--- src/core/gpa_pkg.sv ---
/*
 constants, pin mode decode and alternate-function pin map for the
 general purpose pin port. assumes one 40 MHz core clock.
*/
// Contract
// - 54 pins, each input, output or alternate
// - after reset every pin is software input
// - inputs double-synchronised, sampled at least 128 ns apart
// - one function, direction, data bit per pin
// - function 0 uses direction; function 1 alternate
// - software input pin level captured into data
// - data read returns actual pin level always
// - software output drives the data bit
// - alternate select bit picks function 0 or 1
// - alternate pin direction follows selected signal
// - unmapped alternate inputs held at inactive level; unmapped slot inputs of a group with exp_slot_en_i set follow the expander
// - fixed alternate function to pin mapping
// - slot button/presence/fault/good/latch in, rest out
// - partition reset is bidirectional, active low
// - link-up and link-active pins driven active low
package gpa_pkg;
   localparam int PIN_COUNT = 54;
   localparam int LO_PINS = 32;
   localparam int HI_PINS = 22;
   localparam int REG_W = 32;
   localparam int ADDR_W = 5;

   localparam logic [ADDR_W-1:0] OFF_FUNC_LO = 5'h00;
   localparam logic [ADDR_W-1:0] OFF_FUNC_HI = 5'h04;
   localparam logic [ADDR_W-1:0] OFF_DIR_LO = 5'h08;
   localparam logic [ADDR_W-1:0] OFF_DIR_HI = 5'h0C;
   localparam logic [ADDR_W-1:0] OFF_DATA_LO = 5'h10;
   localparam logic [ADDR_W-1:0] OFF_DATA_HI = 5'h14;
   localparam logic [ADDR_W-1:0] OFF_ALT_LO = 5'h18;
   localparam logic [ADDR_W-1:0] OFF_ALT_HI = 5'h1C;

   localparam logic [PIN_COUNT-1:0] PIN_ZERO = 54'h00_0000_0000_0000;
   localparam logic [PIN_COUNT-1:0] FUNC_RST = PIN_ZERO;
   localparam logic [PIN_COUNT-1:0] DIR_RST = PIN_ZERO;
   localparam logic [PIN_COUNT-1:0] DATA_RST = PIN_ZERO;
   localparam logic [PIN_COUNT-1:0] ALT_RST = PIN_ZERO;
   localparam logic [REG_W-1:0] RDATA_RST = 32'h0000_0000;

   localparam int CLK_MHZ = 40;
   localparam int SAMPLE_NS = 128;
   // least interval: round up to whole cycles
   localparam int SAMPLE_CYCLES = (SAMPLE_NS * CLK_MHZ + 999) / 1000;
   localparam int CNT_W = 3;

   localparam int PART_COUNT = 4;
   localparam int GPE_PIN = 5;
   localparam int EXPINT_PIN = 8;
   localparam int HP_GROUPS = 5;
   localparam int HP_BASE = 9;
   localparam int HP_GROUP_PINS = 9;
   localparam int HP_IN_COUNT = 5;
   localparam int HP_AI_OFF = 5;
   localparam int HP_PI_OFF = 6;
   localparam int HP_PEP_OFF = 7;
   localparam int LINK_PORTS = 16;
   localparam int P0_UP_PIN = 4;
   localparam int P0_ACT_PIN = 5;
   localparam int LINK_BASE_PIN = 22;
   localparam int LINK_LAST_PIN = 51;

   typedef enum logic [1:0] {
      GPA_SW_IN = 2'b00,
      GPA_SW_OUT = 2'b01,
      GPA_ALT = 2'b10
   } gpa_mode_t;

   function automatic gpa_mode_t pin_mode(input logic func,
                                          input logic dir);
      if (func) begin
         return GPA_ALT;
      end
      return dir ? GPA_SW_OUT : GPA_SW_IN;
   endfunction
endpackage

--- src/core/gpa_port.sv ---
/*
 general purpose pin port top: register file, input sampling, pin
 drive and alternate routing. assumes a single-cycle register master
 and a bench that resolves each pin wire from pin_o and pin_oe_n.
*/
// Local design decisions: the placing of the registers and the address-and-strobe port.
`timescale 1ns/1ps
module gpa_port #(
   parameter int SAMPLE_CYCLES = gpa_pkg::SAMPLE_CYCLES
) (
   // clock and reset
   input wire logic clock_i,
   input wire logic rst_i,
   // register port
   input wire logic [gpa_pkg::ADDR_W-1:0] addr_i,
   input wire logic [gpa_pkg::REG_W-1:0] wdata_i,
   input wire logic wr_i,
   input wire logic rd_i,
   output logic [gpa_pkg::REG_W-1:0] rdata_o,
   // pins
   input wire logic [gpa_pkg::PIN_COUNT-1:0] pin_i,
   output logic [gpa_pkg::PIN_COUNT-1:0] pin_o,
   output logic [gpa_pkg::PIN_COUNT-1:0] pin_oe_n_o,
   // core-side alternate outputs
   input wire logic [gpa_pkg::PART_COUNT-1:0] partition_drive_n_i,
   input wire logic general_event_out_n_i,
   input wire logic [gpa_pkg::HP_GROUPS-1:0] slot_attention_indicator_n_i,
   input wire logic [gpa_pkg::HP_GROUPS-1:0] slot_power_indicator_n_i,
   input wire logic [gpa_pkg::HP_GROUPS-1:0] slot_power_enable_i,
   input wire logic [gpa_pkg::HP_GROUPS-1:0] slot_reset_n_i,
   input wire logic [gpa_pkg::LINK_PORTS-1:0] port_link_up_i,
   input wire logic [gpa_pkg::LINK_PORTS-1:0] port_link_active_i,
   // expander-supplied slot inputs
   input wire logic [gpa_pkg::HP_GROUPS-1:0] exp_slot_en_i,
   input wire logic [gpa_pkg::HP_GROUPS*5-1:0] exp_slot_in_n_i,
   // core-side alternate inputs
   output logic [gpa_pkg::PART_COUNT-1:0] partition_reset_n_o,
   output logic expander_interrupt_n_o,
   output logic [gpa_pkg::HP_GROUPS-1:0] slot_attention_button_n_o,
   output logic [gpa_pkg::HP_GROUPS-1:0] slot_presence_detect_n_o,
   output logic [gpa_pkg::HP_GROUPS-1:0] slot_power_fault_n_o,
   output logic [gpa_pkg::HP_GROUPS-1:0] slot_power_good_n_o,
   output logic [gpa_pkg::HP_GROUPS-1:0] slot_retention_latch_n_o
);
   import gpa_pkg::*;

   localparam logic [CNT_W-1:0] SAMPLE_LAST = CNT_W'(SAMPLE_CYCLES - 1);
   localparam logic [CNT_W-1:0] CNT_ZERO = 3'h0;
   localparam logic [CNT_W-1:0] CNT_ONE = 3'h1;

   // below the package figure the spacing breaks the minimum interval
   if (SAMPLE_CYCLES < gpa_pkg::SAMPLE_CYCLES ||
       SAMPLE_CYCLES > (1 << CNT_W)) begin : g_chk
      $error("gpa_port sample interval too short or too long for counter");
   end

   // pin_function_select, pin_direction_config, pin_data,
   // pin_alternate_select: one bit per pin each
   logic [PIN_COUNT-1:0] func_r, func_nxt;
   logic [PIN_COUNT-1:0] dir_r, dir_nxt;
   logic [PIN_COUNT-1:0] data_r, data_nxt;
   logic [PIN_COUNT-1:0] alt_r, alt_nxt;
   logic [PIN_COUNT-1:0] sample_r, sample_nxt;
   logic [CNT_W-1:0] cnt_r, cnt_nxt;
   logic [REG_W-1:0] rdata_r, rdata_nxt;
   logic [PIN_COUNT-1:0] pin_o_r, pin_o_nxt;
   logic [PIN_COUNT-1:0] oe_n_r, oe_n_nxt;
   logic [PART_COUNT-1:0] part_r, part_nxt;
   logic expint_r, expint_nxt;
   logic [HP_GROUPS-1:0] btn_r, btn_nxt;
   logic [HP_GROUPS-1:0] pres_r, pres_nxt;
   logic [HP_GROUPS-1:0] flt_r, flt_nxt;
   logic [HP_GROUPS-1:0] good_r, good_nxt;
   logic [HP_GROUPS-1:0] latch_r, latch_nxt;
   logic [PIN_COUNT-1:0] sync_q;
   logic [PIN_COUNT-1:0] alt_val;
   logic [PIN_COUNT-1:0] alt_oe;
   logic [PIN_COUNT-1:0] out_mask;
   logic [PIN_COUNT-1:0] in_mask;
   logic tick;

   function automatic logic [PIN_COUNT-1:0] wr_half(
      input logic [PIN_COUNT-1:0] cur, input logic [REG_W-1:0] wd,
      input logic hi);
      logic [PIN_COUNT-1:0] r;
      r = cur;
      if (hi) begin
         r[PIN_COUNT-1:LO_PINS] = wd[HI_PINS-1:0];
      end else begin
         r[LO_PINS-1:0] = wd;
      end
      return r;
   endfunction

   function automatic logic [REG_W-1:0] rd_half(
      input logic [PIN_COUNT-1:0] v, input logic hi);
      logic [REG_W-1:0] r;
      r = RDATA_RST;
      if (hi) begin
         r[HI_PINS-1:0] = v[PIN_COUNT-1:LO_PINS];
      end else begin
         r = v[LO_PINS-1:0];
      end
      return r;
   endfunction

   // asynchronous pins cross here before anything looks at them
   gpa_sync #(.WIDTH(PIN_COUNT)) u_sync (
      .clock_i(clock_i),
      .rst_i(rst_i),
      .d_i(pin_i),
      .q_o(sync_q)
   );

   gpa_alt_map u_map (
      .func_i(func_r),
      .alt_sel_i(alt_r),
      .level_i(sample_r),
      .partition_drive_n_i(partition_drive_n_i),
      .general_event_out_n_i(general_event_out_n_i),
      .slot_attention_indicator_n_i(slot_attention_indicator_n_i),
      .slot_power_indicator_n_i(slot_power_indicator_n_i),
      .slot_power_enable_i(slot_power_enable_i),
      .slot_reset_n_i(slot_reset_n_i),
      .port_link_up_i(port_link_up_i),
      .port_link_active_i(port_link_active_i),
      .exp_slot_en_i(exp_slot_en_i),
      .exp_slot_in_n_i(exp_slot_in_n_i),
      .alt_val_o(alt_val),
      .alt_oe_o(alt_oe),
      .partition_reset_n_o(part_nxt),
      .expander_interrupt_n_o(expint_nxt),
      .slot_attention_button_n_o(btn_nxt),
      .slot_presence_detect_n_o(pres_nxt),
      .slot_power_fault_n_o(flt_nxt),
      .slot_power_good_n_o(good_nxt),
      .slot_retention_latch_n_o(latch_nxt)
   );

   // sample tick: spacing never shorter than the minimum interval
   always_comb begin
      tick = (cnt_r == SAMPLE_LAST);
      cnt_nxt = tick ? CNT_ZERO : cnt_r + CNT_ONE;
      sample_nxt = tick ? sync_q : sample_r;
   end

   // registers; in software input mode the captured level wins over a
   // write in the same cycle
   always_comb begin
      func_nxt = func_r;
      dir_nxt = dir_r;
      data_nxt = data_r;
      alt_nxt = alt_r;
      rdata_nxt = rdata_r;
      if (wr_i) begin
         unique case (addr_i)
            OFF_FUNC_LO: func_nxt = wr_half(func_r, wdata_i, 1'b0);
            OFF_FUNC_HI: func_nxt = wr_half(func_r, wdata_i, 1'b1);
            OFF_DIR_LO: dir_nxt = wr_half(dir_r, wdata_i, 1'b0);
            OFF_DIR_HI: dir_nxt = wr_half(dir_r, wdata_i, 1'b1);
            OFF_DATA_LO: data_nxt = wr_half(data_r, wdata_i, 1'b0);
            OFF_DATA_HI: data_nxt = wr_half(data_r, wdata_i, 1'b1);
            OFF_ALT_LO: alt_nxt = wr_half(alt_r, wdata_i, 1'b0);
            OFF_ALT_HI: alt_nxt = wr_half(alt_r, wdata_i, 1'b1);
            default: ;
         endcase
      end
      if (tick) begin
         data_nxt = (data_nxt & ~in_mask) | (sync_q & in_mask);
      end
      if (rd_i) begin
         unique case (addr_i)
            OFF_FUNC_LO: rdata_nxt = rd_half(func_r, 1'b0);
            OFF_FUNC_HI: rdata_nxt = rd_half(func_r, 1'b1);
            OFF_DIR_LO: rdata_nxt = rd_half(dir_r, 1'b0);
            OFF_DIR_HI: rdata_nxt = rd_half(dir_r, 1'b1);
            OFF_DATA_LO: rdata_nxt = rd_half(sample_r, 1'b0);
            OFF_DATA_HI: rdata_nxt = rd_half(sample_r, 1'b1);
            OFF_ALT_LO: rdata_nxt = rd_half(alt_r, 1'b0);
            OFF_ALT_HI: rdata_nxt = rd_half(alt_r, 1'b1);
            default: rdata_nxt = RDATA_RST;
         endcase
      end else begin
         rdata_nxt = RDATA_RST;
      end
   end

   // per-pin drive
   always_comb begin
      pin_o_nxt = PIN_ZERO;
      oe_n_nxt = ~PIN_ZERO;
      out_mask = PIN_ZERO;
      in_mask = PIN_ZERO;
      for (int p = 0; p < PIN_COUNT; p++) begin
         unique case (pin_mode(func_r[p], dir_r[p]))
            GPA_SW_IN: begin
               in_mask[p] = 1'b1;
            end
            GPA_SW_OUT: begin
               out_mask[p] = 1'b1;
               pin_o_nxt[p] = data_r[p];
               oe_n_nxt[p] = 1'b0;
            end
            GPA_ALT: begin
               pin_o_nxt[p] = alt_val[p];
               oe_n_nxt[p] = ~alt_oe[p];
            end
            default: ;
         endcase
      end
   end

   always_ff @(posedge clock_i or posedge rst_i) begin
      if (rst_i) begin
         func_r <= FUNC_RST;
         dir_r <= DIR_RST;
         data_r <= DATA_RST;
         alt_r <= ALT_RST;
         sample_r <= PIN_ZERO;
         cnt_r <= CNT_ZERO;
         rdata_r <= RDATA_RST;
         pin_o_r <= PIN_ZERO;
         oe_n_r <= ~PIN_ZERO;
         part_r <= '1;
         expint_r <= 1'b1;
         btn_r <= '1;
         pres_r <= '1;
         flt_r <= '1;
         good_r <= '1;
         latch_r <= '1;
      end else begin
         func_r <= func_nxt;
         dir_r <= dir_nxt;
         data_r <= data_nxt;
         alt_r <= alt_nxt;
         sample_r <= sample_nxt;
         cnt_r <= cnt_nxt;
         rdata_r <= rdata_nxt;
         pin_o_r <= pin_o_nxt;
         oe_n_r <= oe_n_nxt;
         part_r <= part_nxt;
         expint_r <= expint_nxt;
         btn_r <= btn_nxt;
         pres_r <= pres_nxt;
         flt_r <= flt_nxt;
         good_r <= good_nxt;
         latch_r <= latch_nxt;
      end
   end

   assign rdata_o = rdata_r;
   assign pin_o = pin_o_r;
   assign pin_oe_n_o = oe_n_r;
   assign partition_reset_n_o = part_r;
   assign expander_interrupt_n_o = expint_r;
   assign slot_attention_button_n_o = btn_r;
   assign slot_presence_detect_n_o = pres_r;
   assign slot_power_fault_n_o = flt_r;
   assign slot_power_good_n_o = good_r;
   assign slot_retention_latch_n_o = latch_r;

   a_reset_all_input: assert property (
      @(posedge clock_i) $fell(rst_i) |-> pin_oe_n_o == ~PIN_ZERO)
      else $error("pins not released after reset");

   a_sample_spacing: assert property (
      @(posedge clock_i) disable iff (rst_i)
      tick |=> !tick [*5])
      else $error("pin sample taken too soon");

   a_input_capture: assert property (
      @(posedge clock_i) disable iff (rst_i)
      tick |=> ((data_r ^ $past(sync_q)) & $past(in_mask)) == PIN_ZERO)
      else $error("input level not captured into data");

   a_data_read_level: assert property (
      @(posedge clock_i) disable iff (rst_i)
      (rd_i && addr_i == OFF_DATA_HI) |=>
         rdata_o == rd_half($past(sample_r), 1'b1))
      else $error("data read does not show pin level");

   a_sw_output_drive: assert property (
      @(posedge clock_i) disable iff (rst_i)
      out_mask != PIN_ZERO |=>
         ((pin_o ^ $past(data_r)) & $past(out_mask)) == PIN_ZERO
         && (pin_oe_n_o & $past(out_mask)) == PIN_ZERO)
      else $error("output pin not driven from data");

   a_input_undriven: assert property (
      @(posedge clock_i) disable iff (rst_i)
      1'b1 |=> (~pin_oe_n_o &
         $past(in_mask | (func_r & ~alt_oe))) == PIN_ZERO)
      else $error("input pin is being driven");

   a_unmapped_held: assert property (
      @(posedge clock_i) disable iff (rst_i)
      !(func_r[0] && !alt_r[0]) |=> partition_reset_n_o[0])
      else $error("unmapped partition reset not held high");

   a_gpe_on_pin: assert property (
      @(posedge clock_i) disable iff (rst_i)
      (func_r[GPE_PIN] && !alt_r[GPE_PIN]) |=>
         !pin_oe_n_o[GPE_PIN] &&
         pin_o[GPE_PIN] == $past(general_event_out_n_i))
      else $error("general event not on its pin");

   a_link_active_low: assert property (
      @(posedge clock_i) disable iff (rst_i)
      (func_r[LINK_BASE_PIN] && alt_r[LINK_BASE_PIN]) |=>
         !pin_oe_n_o[LINK_BASE_PIN] &&
         pin_o[LINK_BASE_PIN] == !$past(port_link_up_i[1]))
      else $error("link-up pin not active low");

   a_high_half_write: assert property (
      @(posedge clock_i) disable iff (rst_i)
      (wr_i && addr_i == OFF_FUNC_HI) |=>
         func_r[PIN_COUNT-1:LO_PINS] == $past(wdata_i[HI_PINS-1:0]))
      else $error("high register write misplaced");
endmodule // gpa_port

--- src/core/gpa_sync.sv ---
/*
 two-stage level synchroniser for a bus of independent pin levels.
 assumes each bit is asynchronous on its own; no bus coherence.
*/
`timescale 1ns/1ps
module gpa_sync #(
   parameter int WIDTH = 54
) (
   // clock and reset
   input wire logic clock_i,
   input wire logic rst_i,
   // levels
   input wire logic [WIDTH-1:0] d_i,
   output logic [WIDTH-1:0] q_o
);
   logic [WIDTH-1:0] meta_r;
   logic [WIDTH-1:0] meta_nxt;
   logic [WIDTH-1:0] q_r;
   logic [WIDTH-1:0] q_nxt;

   if (WIDTH < 1) begin : g_chk
      $error("gpa_sync width must be positive");
   end

   always_comb begin
      meta_nxt = d_i;
      q_nxt = meta_r; // meta_r feeds only this stage
   end

   always_ff @(posedge clock_i or posedge rst_i) begin
      if (rst_i) begin
         meta_r <= '0;
         q_r <= '0;
      end else begin
         meta_r <= meta_nxt;
         q_r <= q_nxt;
      end
   end

   assign q_o = q_r;
endmodule // gpa_sync

--- src/core/gpa_alt_map.sv ---
/*
 fixed alternate-function routing: per-pin alternate drive value and
 drive enable, and the core-facing alternate inputs.
 assumes levels already synchronised and sampled.
*/
`timescale 1ns/1ps
module gpa_alt_map (
   // pin configuration and sampled levels
   input wire logic [gpa_pkg::PIN_COUNT-1:0] func_i,
   input wire logic [gpa_pkg::PIN_COUNT-1:0] alt_sel_i,
   input wire logic [gpa_pkg::PIN_COUNT-1:0] level_i,
   // core-side alternate outputs
   input wire logic [gpa_pkg::PART_COUNT-1:0] partition_drive_n_i,
   input wire logic general_event_out_n_i,
   input wire logic [gpa_pkg::HP_GROUPS-1:0] slot_attention_indicator_n_i,
   input wire logic [gpa_pkg::HP_GROUPS-1:0] slot_power_indicator_n_i,
   input wire logic [gpa_pkg::HP_GROUPS-1:0] slot_power_enable_i,
   input wire logic [gpa_pkg::HP_GROUPS-1:0] slot_reset_n_i,
   input wire logic [gpa_pkg::LINK_PORTS-1:0] port_link_up_i,
   input wire logic [gpa_pkg::LINK_PORTS-1:0] port_link_active_i,
   // expander-supplied slot inputs
   input wire logic [gpa_pkg::HP_GROUPS-1:0] exp_slot_en_i,
   input wire logic [gpa_pkg::HP_GROUPS*5-1:0] exp_slot_in_n_i,
   // pin side
   output logic [gpa_pkg::PIN_COUNT-1:0] alt_val_o,
   output logic [gpa_pkg::PIN_COUNT-1:0] alt_oe_o,
   // core-side alternate inputs
   output logic [gpa_pkg::PART_COUNT-1:0] partition_reset_n_o,
   output logic expander_interrupt_n_o,
   output logic [gpa_pkg::HP_GROUPS-1:0] slot_attention_button_n_o,
   output logic [gpa_pkg::HP_GROUPS-1:0] slot_presence_detect_n_o,
   output logic [gpa_pkg::HP_GROUPS-1:0] slot_power_fault_n_o,
   output logic [gpa_pkg::HP_GROUPS-1:0] slot_power_good_n_o,
   output logic [gpa_pkg::HP_GROUPS-1:0] slot_retention_latch_n_o
);
   import gpa_pkg::*;

   function automatic int hp_grp(input int p);
      return (p - HP_BASE) / HP_GROUP_PINS;
   endfunction

   function automatic int hp_off(input int p);
      return (p - HP_BASE) % HP_GROUP_PINS;
   endfunction

   // pins without a signal on the chosen function stay undriven
   always_comb begin
      alt_val_o = '1;
      alt_oe_o = '0;
      for (int p = 0; p < PIN_COUNT; p++) begin
         if (!alt_sel_i[p]) begin
            if (p < PART_COUNT) begin
               // open-drain style: pull low only while resetting
               alt_val_o[p] = 1'b0;
               alt_oe_o[p] = ~partition_drive_n_i[p];
            end else if (p == GPE_PIN) begin
               alt_val_o[p] = general_event_out_n_i;
               alt_oe_o[p] = 1'b1;
            end else if (p >= HP_BASE && hp_off(p) >= HP_IN_COUNT) begin
               alt_oe_o[p] = 1'b1;
               if (hp_off(p) == HP_AI_OFF) begin
                  alt_val_o[p] = slot_attention_indicator_n_i[hp_grp(p)];
               end else if (hp_off(p) == HP_PI_OFF) begin
                  alt_val_o[p] = slot_power_indicator_n_i[hp_grp(p)];
               end else if (hp_off(p) == HP_PEP_OFF) begin
                  alt_val_o[p] = slot_power_enable_i[hp_grp(p)];
               end else begin
                  alt_val_o[p] = slot_reset_n_i[hp_grp(p)];
               end
            end
         end else if (p == P0_UP_PIN) begin
            alt_val_o[p] = ~port_link_up_i[0];
            alt_oe_o[p] = 1'b1;
         end else if (p == P0_ACT_PIN) begin
            alt_val_o[p] = ~port_link_active_i[0];
            alt_oe_o[p] = 1'b1;
         end else if (p >= LINK_BASE_PIN && p <= LINK_LAST_PIN) begin
            alt_oe_o[p] = 1'b1;
            if ((p - LINK_BASE_PIN) % 2 == 0) begin
               alt_val_o[p] = ~port_link_up_i[(p - LINK_BASE_PIN) / 2 + 1];
            end else begin
               alt_val_o[p] =
                  ~port_link_active_i[(p - LINK_BASE_PIN) / 2 + 1];
            end
         end
      end
   end

   always_comb begin
      logic v;
      v = 1'b1;
      partition_reset_n_o = '1;
      for (int k = 0; k < PART_COUNT; k++) begin
         if (func_i[k] && !alt_sel_i[k]) begin
            partition_reset_n_o[k] = level_i[k];
         end
      end
      expander_interrupt_n_o = 1'b1;
      if (func_i[EXPINT_PIN] && !alt_sel_i[EXPINT_PIN]) begin
         expander_interrupt_n_o = level_i[EXPINT_PIN];
      end
      slot_attention_button_n_o = '1;
      slot_presence_detect_n_o = '1;
      slot_power_fault_n_o = '1;
      slot_power_good_n_o = '1;
      slot_retention_latch_n_o = '1;
      for (int g = 0; g < HP_GROUPS; g++) begin
         for (int o = 0; o < HP_IN_COUNT; o++) begin
            // a pin mapping wins over the expander; with neither, inactive
            v = exp_slot_en_i[g] ? exp_slot_in_n_i[g * HP_IN_COUNT + o] : 1'b1;
            if (func_i[HP_BASE + g * HP_GROUP_PINS + o] &&
                !alt_sel_i[HP_BASE + g * HP_GROUP_PINS + o]) begin
               v = level_i[HP_BASE + g * HP_GROUP_PINS + o];
            end
            if (o == 0) begin
               slot_attention_button_n_o[g] = v;
            end else if (o == 1) begin
               slot_presence_detect_n_o[g] = v;
            end else if (o == 2) begin
               slot_power_fault_n_o[g] = v;
            end else if (o == 3) begin
               slot_power_good_n_o[g] = v;
            end else begin
               slot_retention_latch_n_o[g] = v;
            end
         end
      end
   end
endmodule // gpa_alt_map

--- config.mk ---
export PLATFORM = sky130hd
export DESIGN_NAME = gpa_port
export DESIGN_NICKNAME = d
export VERILOG_FILES = /design/src/core/gpa_pkg.sv /design/src/core/gpa_port.sv /design/src/core/gpa_sync.sv /design/src/core/gpa_alt_map.sv
export SDC_FILE = /design/constraint.sdc
export NUM_CORES = 1
export LEC_CHECK = 0
export BUFFER_PORTS_ARGS = -buffer_cell sky130_fd_sc_hd__clkbuf_2
export CAP_MARGIN = 10
export CORE_MARGIN = 3
export CORE_UTILIZATION = 40
export DETAILED_ROUTE_END_ITERATION = 10
export HOLD_SLACK_MARGIN = 0.02
export SLEW_MARGIN = 40
export SYNTH_ARGS = -nofsm -noshare
export SYNTH_HDL_FRONTEND = slang
export SYNTH_SLANG_ARGS = --single-unit
export TNS_END_PERCENT = 5
--- constraint.sdc ---
create_clock -name clock_i -period 33.1 [get_ports clock_i]
set_clock_uncertainty 0.15 [all_clocks]
set_input_delay 3.31 -clock clock_i [delete_from_list [all_inputs] [get_ports clock_i]]
set_output_delay 3.31 -clock clock_i [all_outputs]
set_load 0.02 [all_outputs]
# Yosys cells after proc, flatten, opt, wreduce, memory -nomap -nowiden
# Cells that the tools add are included.
[totals]
reg_bits = 551
latchBits = 0
ramBits = 0
rom_bits = 0
output_inout_bits = 170
mem_count = 0
[classes]
addsub = 1
mul = 0
div = 0
order_cmp = 0
eq_ne = 116
n_shift = 0
muxes = 505
n_bitwise = 67
n_reduce_logical = 136
[op_table]
columns = ["operator", "count"]
rows = [
  ["$pmux 54 s2", 4],
  ["$mux 1", 307],
  ["$pmux 32 s8", 1],
  ["$mux 2", 108],
  ["$pmux 1 s2", 81],
  ["$and 54x54->54", 2],
  ["$eq 2x1->1 const B", 54],
  ["$eq 2x2->1 const B", 54],
  ["$logic_not 2->1", 54],
  ["$mux 54", 2],
  ["$not 1->1", 63],
  ["$not 54->54", 1],
  ["$or 54x54->54", 1],
  ["$mux 32", 1],
  ["$logic_and 1x1->1", 30],
  ["$logic_not 1->1", 30],
  ["$reduce_or 2->1", 15],
  ["$eq 5x5->1 const B", 4],
  ["$reduce_and 3->1", 6],
  ["$eq 5x4->1 const B", 2],
  ["$eq 5x3->1 const B", 1],
  ["$logic_not 5->1", 1],
  ["$add 3x1->3 const B", 1],
  ["$eq 3x3->1 const B", 1],
  ["$mux 3", 1],
]

# Logic depth before layout (Yosys ltp)
[logic_depth]
depth_word = 8
depth_mapped = 7
mapped_depth_nobuf = 4

# Cells and area by module
# From an unflattened synthesis, not the netlist that was laid out.
[hier_totals]
cells_unflattened = 1667
hier_area_um2 = 22564.1
[modules_own_cells]
columns = ["module", "n_inst", "cells_each", "area_each_um2", "seq_area_each_um2"]
rows = [
  ["gpa_port", 1, 1353, 18164.9, 11190.7],
  ["gpa_sync", 1, 109, 2706.3, 2702.6],
  ["gpa_alt_map", 1, 205, 1692.9, 0.0],
]

# Worst setup path before layout
# No wires, ideal clock.
[synth_path]
path_kind = "input to register"
start = "in addr_i[3] in the netlist's numbering"
end = "reg rdata_r[14] (netlist: rdata_o[14])"
setup_time_ns = 0.132
arrival_time_ns = 4.619
required_time_ns = 32.818
path_slack_ns = 28.199
cell_stages = 6
n_path_buf = 3
cell_sequence = "buf_2 > buf_2 > clkbuf_1 > mux4_2 > a22oi_1 > nor2_1"
[synth_between]
elab_chain_len = 3
elab_cells_between_ends = 10
[synth_lines]
columns = ["element", "line_no", "text"]
rows = [
  ["from (decl)", "gpa_port.sv:15", "input wire logic [gpa_pkg::ADDR_W-1:0] addr_i,"],
  ["$eq 5x5->1, or another cell as far along", "gpa_port.sv:172", "unique case (addr_i)"],
  ["$pmux 32 s8 (*)", "gpa_port.sv:172", ""],
  ["$mux 32 (*)", "gpa_port.sv:171", "if (rd_i) begin"],
  ["named net rdata_nxt[14]", "gpa_port.sv:65", "logic [REG_W-1:0] rdata_r, rdata_nxt;"],
  ["to (signal assigned)", "gpa_port.sv:238", "rdata_r <= rdata_nxt;"],
  ["to (decl)", "gpa_port.sv:65", ""],
]
# The timed path passes the listed nets; every way through them passes the cells marked *.
# A chain may end at the register's enable or synchronous reset.

# Worst setup path after layout
[layout_path]
start = "in addr_i[4] in the netlist's numbering"
end = "reg alt_r[30]"
[layout_between]
elab_chain_len = 3
elab_cells_between_ends = 4
[layout_lines]
columns = ["element", "line_no", "text"]
rows = [
  ["$eq 5x5->1", "gpa_port.sv:156", "unique case (addr_i)"],
  ["$not 1->1 (no source line)", "--", ""],
  ["$reduce_and 3->1 (no source line) (*)", "--", ""],
  ["to (signal assigned)", "gpa_port.sv:235", "alt_r <= alt_nxt;"],
  ["to (decl)", "gpa_port.sv:62", "logic [PIN_COUNT-1:0] alt_r, alt_nxt;"],
]
# Every way passes the cells marked *; elsewhere a longest branch is shown, timed or not.

==> impl_metrics.json <==
{
  "synthMostInstantiatedCell": "dfrtp_1",
  "r2r_cells": 3,
  "peakVddDrop_mv": 0.0461,
  "cts.sinks": 551,
  "dr.pass1.iters": 5,
  "synth_area_leaders": "dfrtp_1, mux2_2, dfstp_2",
  "cp_slowest_cell": "nor3b_4",
  "postCtsHoldBufs": 0,
  "final_area_um2": 26300,
  "synth-edff-count": 0,
  "wire_per_inst_um": 21.8,
  "grt_pass1_vias": 14600,
  "cts_tree": "built",
  "place_area_um2": 24300,
  "cp-startpoint": "addr_i[4]",
  "grt_pass1_wl_um": 88800,
  "synth_top_area_share_pct": 54.0,
  "grtUsageTotal_pct": 20.4,
  "ant_nets": 0,
  "fin_crit_sh_pct": 17.0,
  "post_cts.repair.setup_buffers": 0,
  "setup.worst_path.end_class": "register",
  "synth-warning-count": 0,
  "grt_start_max_net_pins": 137,
  "routed-via-count": 14100,
  "total_power_w": 0.00184,
  "start_util_pct": 40.8,
  "hold_path_depth": 0,
  "power_density_nw_per_um2": 69.8,
  "synth.avg_cell_area_um2": 13.7,
  "critical_path.startpoint_type": "input port",
  "clock_path_buffers": 3,
  "antenna_found_initial": 6,
  "slew_viol_final": 0,
  "die_area_um2": 56900,
  "via_per_inst": 5.24,
  "clk_pin_slew_ps": 60,
  "outcome": "complete, no violations",
  "numCtsBuffers": 58,
  "max_freq_mhz": 178,
  "cp_max_fo": 26,
  "cap_violations": 0,
  "synth_top_cell_by_area": "dfrtp_1",
  "syn_to_final_growth_pct": 21.7,
  "synth_seq_area_share_pct": 64.2,
  "core_region_area_um2": 53100,
  "gp_congestion": 0.795,
  "rows": 84,
  "ios": 352,
  "crit_path_end": "alt_r[30]",
  "post-route-min-period_ps": 5620,
  "syn_area_um2": 21600,
  "ys.flop_type": "dfrtp_1",
  "hold_path.class": "reg -> reg",
  "yosys_register_bits": 551,
  "routed_wl_um": 58600,
  "insertion_delay_ps": 610,
  "syn_inst": 1582,
  "dp_hpwl_um": 38900,
  "hp-start": "u_sync.meta_r[53]",
  "setup_viol": 0,
  "crit_chain": "clkbuf_2, nor3b_4, buf_4, nor2b_4, buf_4, mux2_2",
  "rrSetupSlack_ps": 31200,
  "grt_setup_unrepaired": "no",
  "die_w_um": 239,
  "cp_common_cell": "buf_4",
  "synth_common_cells": "dfrtp_1, mux2_2, nand2_1",
  "cellLeakagePower_nw": 12.5,
  "r2r_start": "cnt_r[1]",
  "drt_iter0_drc": 1035,
  "post-route-drc-count": 0,
  "portBuffers": 351,
  "tns_ps": 0,
  "async_flop_share_pct": 100,
  "htreeDepth": 2,
  "worst_pin_slew_ps": 832,
  "grt_overflow": 0,
  "cts_root_buf": "clkbuf_16",
  "synth_nets": 1764,
  "slowest_delay_ps": 670,
  "r2r_end": "sample_r[31]",
  "slew-limit-headroom_pct": 44.5,
  "drive_gt1_share_pct": 40.7,
  "cp.arrival_ps": 5940,
  "synth_cell_type_count": 40,
  "cts.repair.resized": 0,
  "path_class": "in -> reg",
  "finalHoldViolCount": 0,
  "fp.dieH_um": 239,
  "cp.required_ps": 33420,
  "nets": 2131
}
-- where the power goes --
| part | switching [W] | internal (W) |
|---|---|---|
| Clock | 0.000267 | 0.000398 |
| Sequential | 0.0000925 | 0.000800 |
| Combinational | 0.000155 | 0.000124 |
-- final cells by class --
cell class	count	area (um^2)
diodes	2	5.00
clock buffers	86	1730
clock inverters	22	245
fillers	4658	26800
inverters	56	223
multi-input cells	914	7330
flip-flops and latches	551	13900
well taps	688	861
repair buffers	368	2030
-- through the flow --
| stage | std cells | hold WS (ps) | setup WS (ps) | util [%] |
|---|---|---|---|---|
| after floorplan | 1582 | 181 | 14370 | - |
| after global placement | 2569 | 183 | 26310 | 45.4 |
| after detailed placement | 2577 | 185 | 26730 | 45.8 |
| after CTS | 2685 | 195 | 27380 | 49.6 |
| after global routing | 2686 | 197 | 27470 | 49.6 |
| final | 2687 | 195 | 27480 | 49.6 |
-- worst max-delay path: cells and delay by family --
kind,cells,cell delay [ps]
buffers and inverters,3,1050
AND/OR/NAND/NOR,2,1150
multiplexers,1,390
-- worst min path at each step --
stage | to | slack (ps)
after global routing | u_sync.q_o[52] | 200
final | u_sync.q_o[53] | 200
after global placement | u_sync.q_o[27] | 180
after CTS | u_sync.q_o[22] | 200
after floorplan | u_sync.q_o[0] | 180
after detailed placement | u_sync.q_o[22] | 180
-- layer usage --
layer / vias up / track usage (%) / wire length, um
met2: 397 / 32.9 / 27700
met4: 6 / 5.61 / 1280
li1: 6339 / - / -
met3: 94 / 4.34 / 3480
met1: 7235 / 28.4 / 26100
met5: - / 0 / 30
-- cells in the final DEF, fill, tap and decap left out, types with 5 or more instances in the layout --
cell type and instances:
inv_1 55, buf_4 6, buf_6 5, nor2_1 43, o221ai_1 9, bufinv_16 5, nand3_4 5, clkinv_2 14
clkbuf_2 349, dfstp_2 84, o2bb2ai_1 9, a21oi_1 59, clkbuf_1 12, nand2b_1 5, o31a_1 9, mux2i_1 121
a22oi_1 29, o22a_1 10, o21ai_0 74, nor3b_1 16, a22o_1 13, mux2_2 200, o211ai_1 10, a31oi_1 17
mux4_2 17, nor3_1 55, nand2_1 142, nor2b_1 20, dfrtp_1 467, clkbuf_8 15, mux2_4 30, clkbuf_16 59
-- logic make-up (layout without fill, tap and decap cells) --
family,Yosys count,in the layout,share of synthesized area (%)
and+or+nand+nor,303,303,6.47
AOI/OAI and AO/OA,243,243,7.09
buffers and inverters,117,532,2.35
DFF,551,551,64.2
muxes,368,368,19.9
other,0,2,0
(Power assumes the default switching activity.)
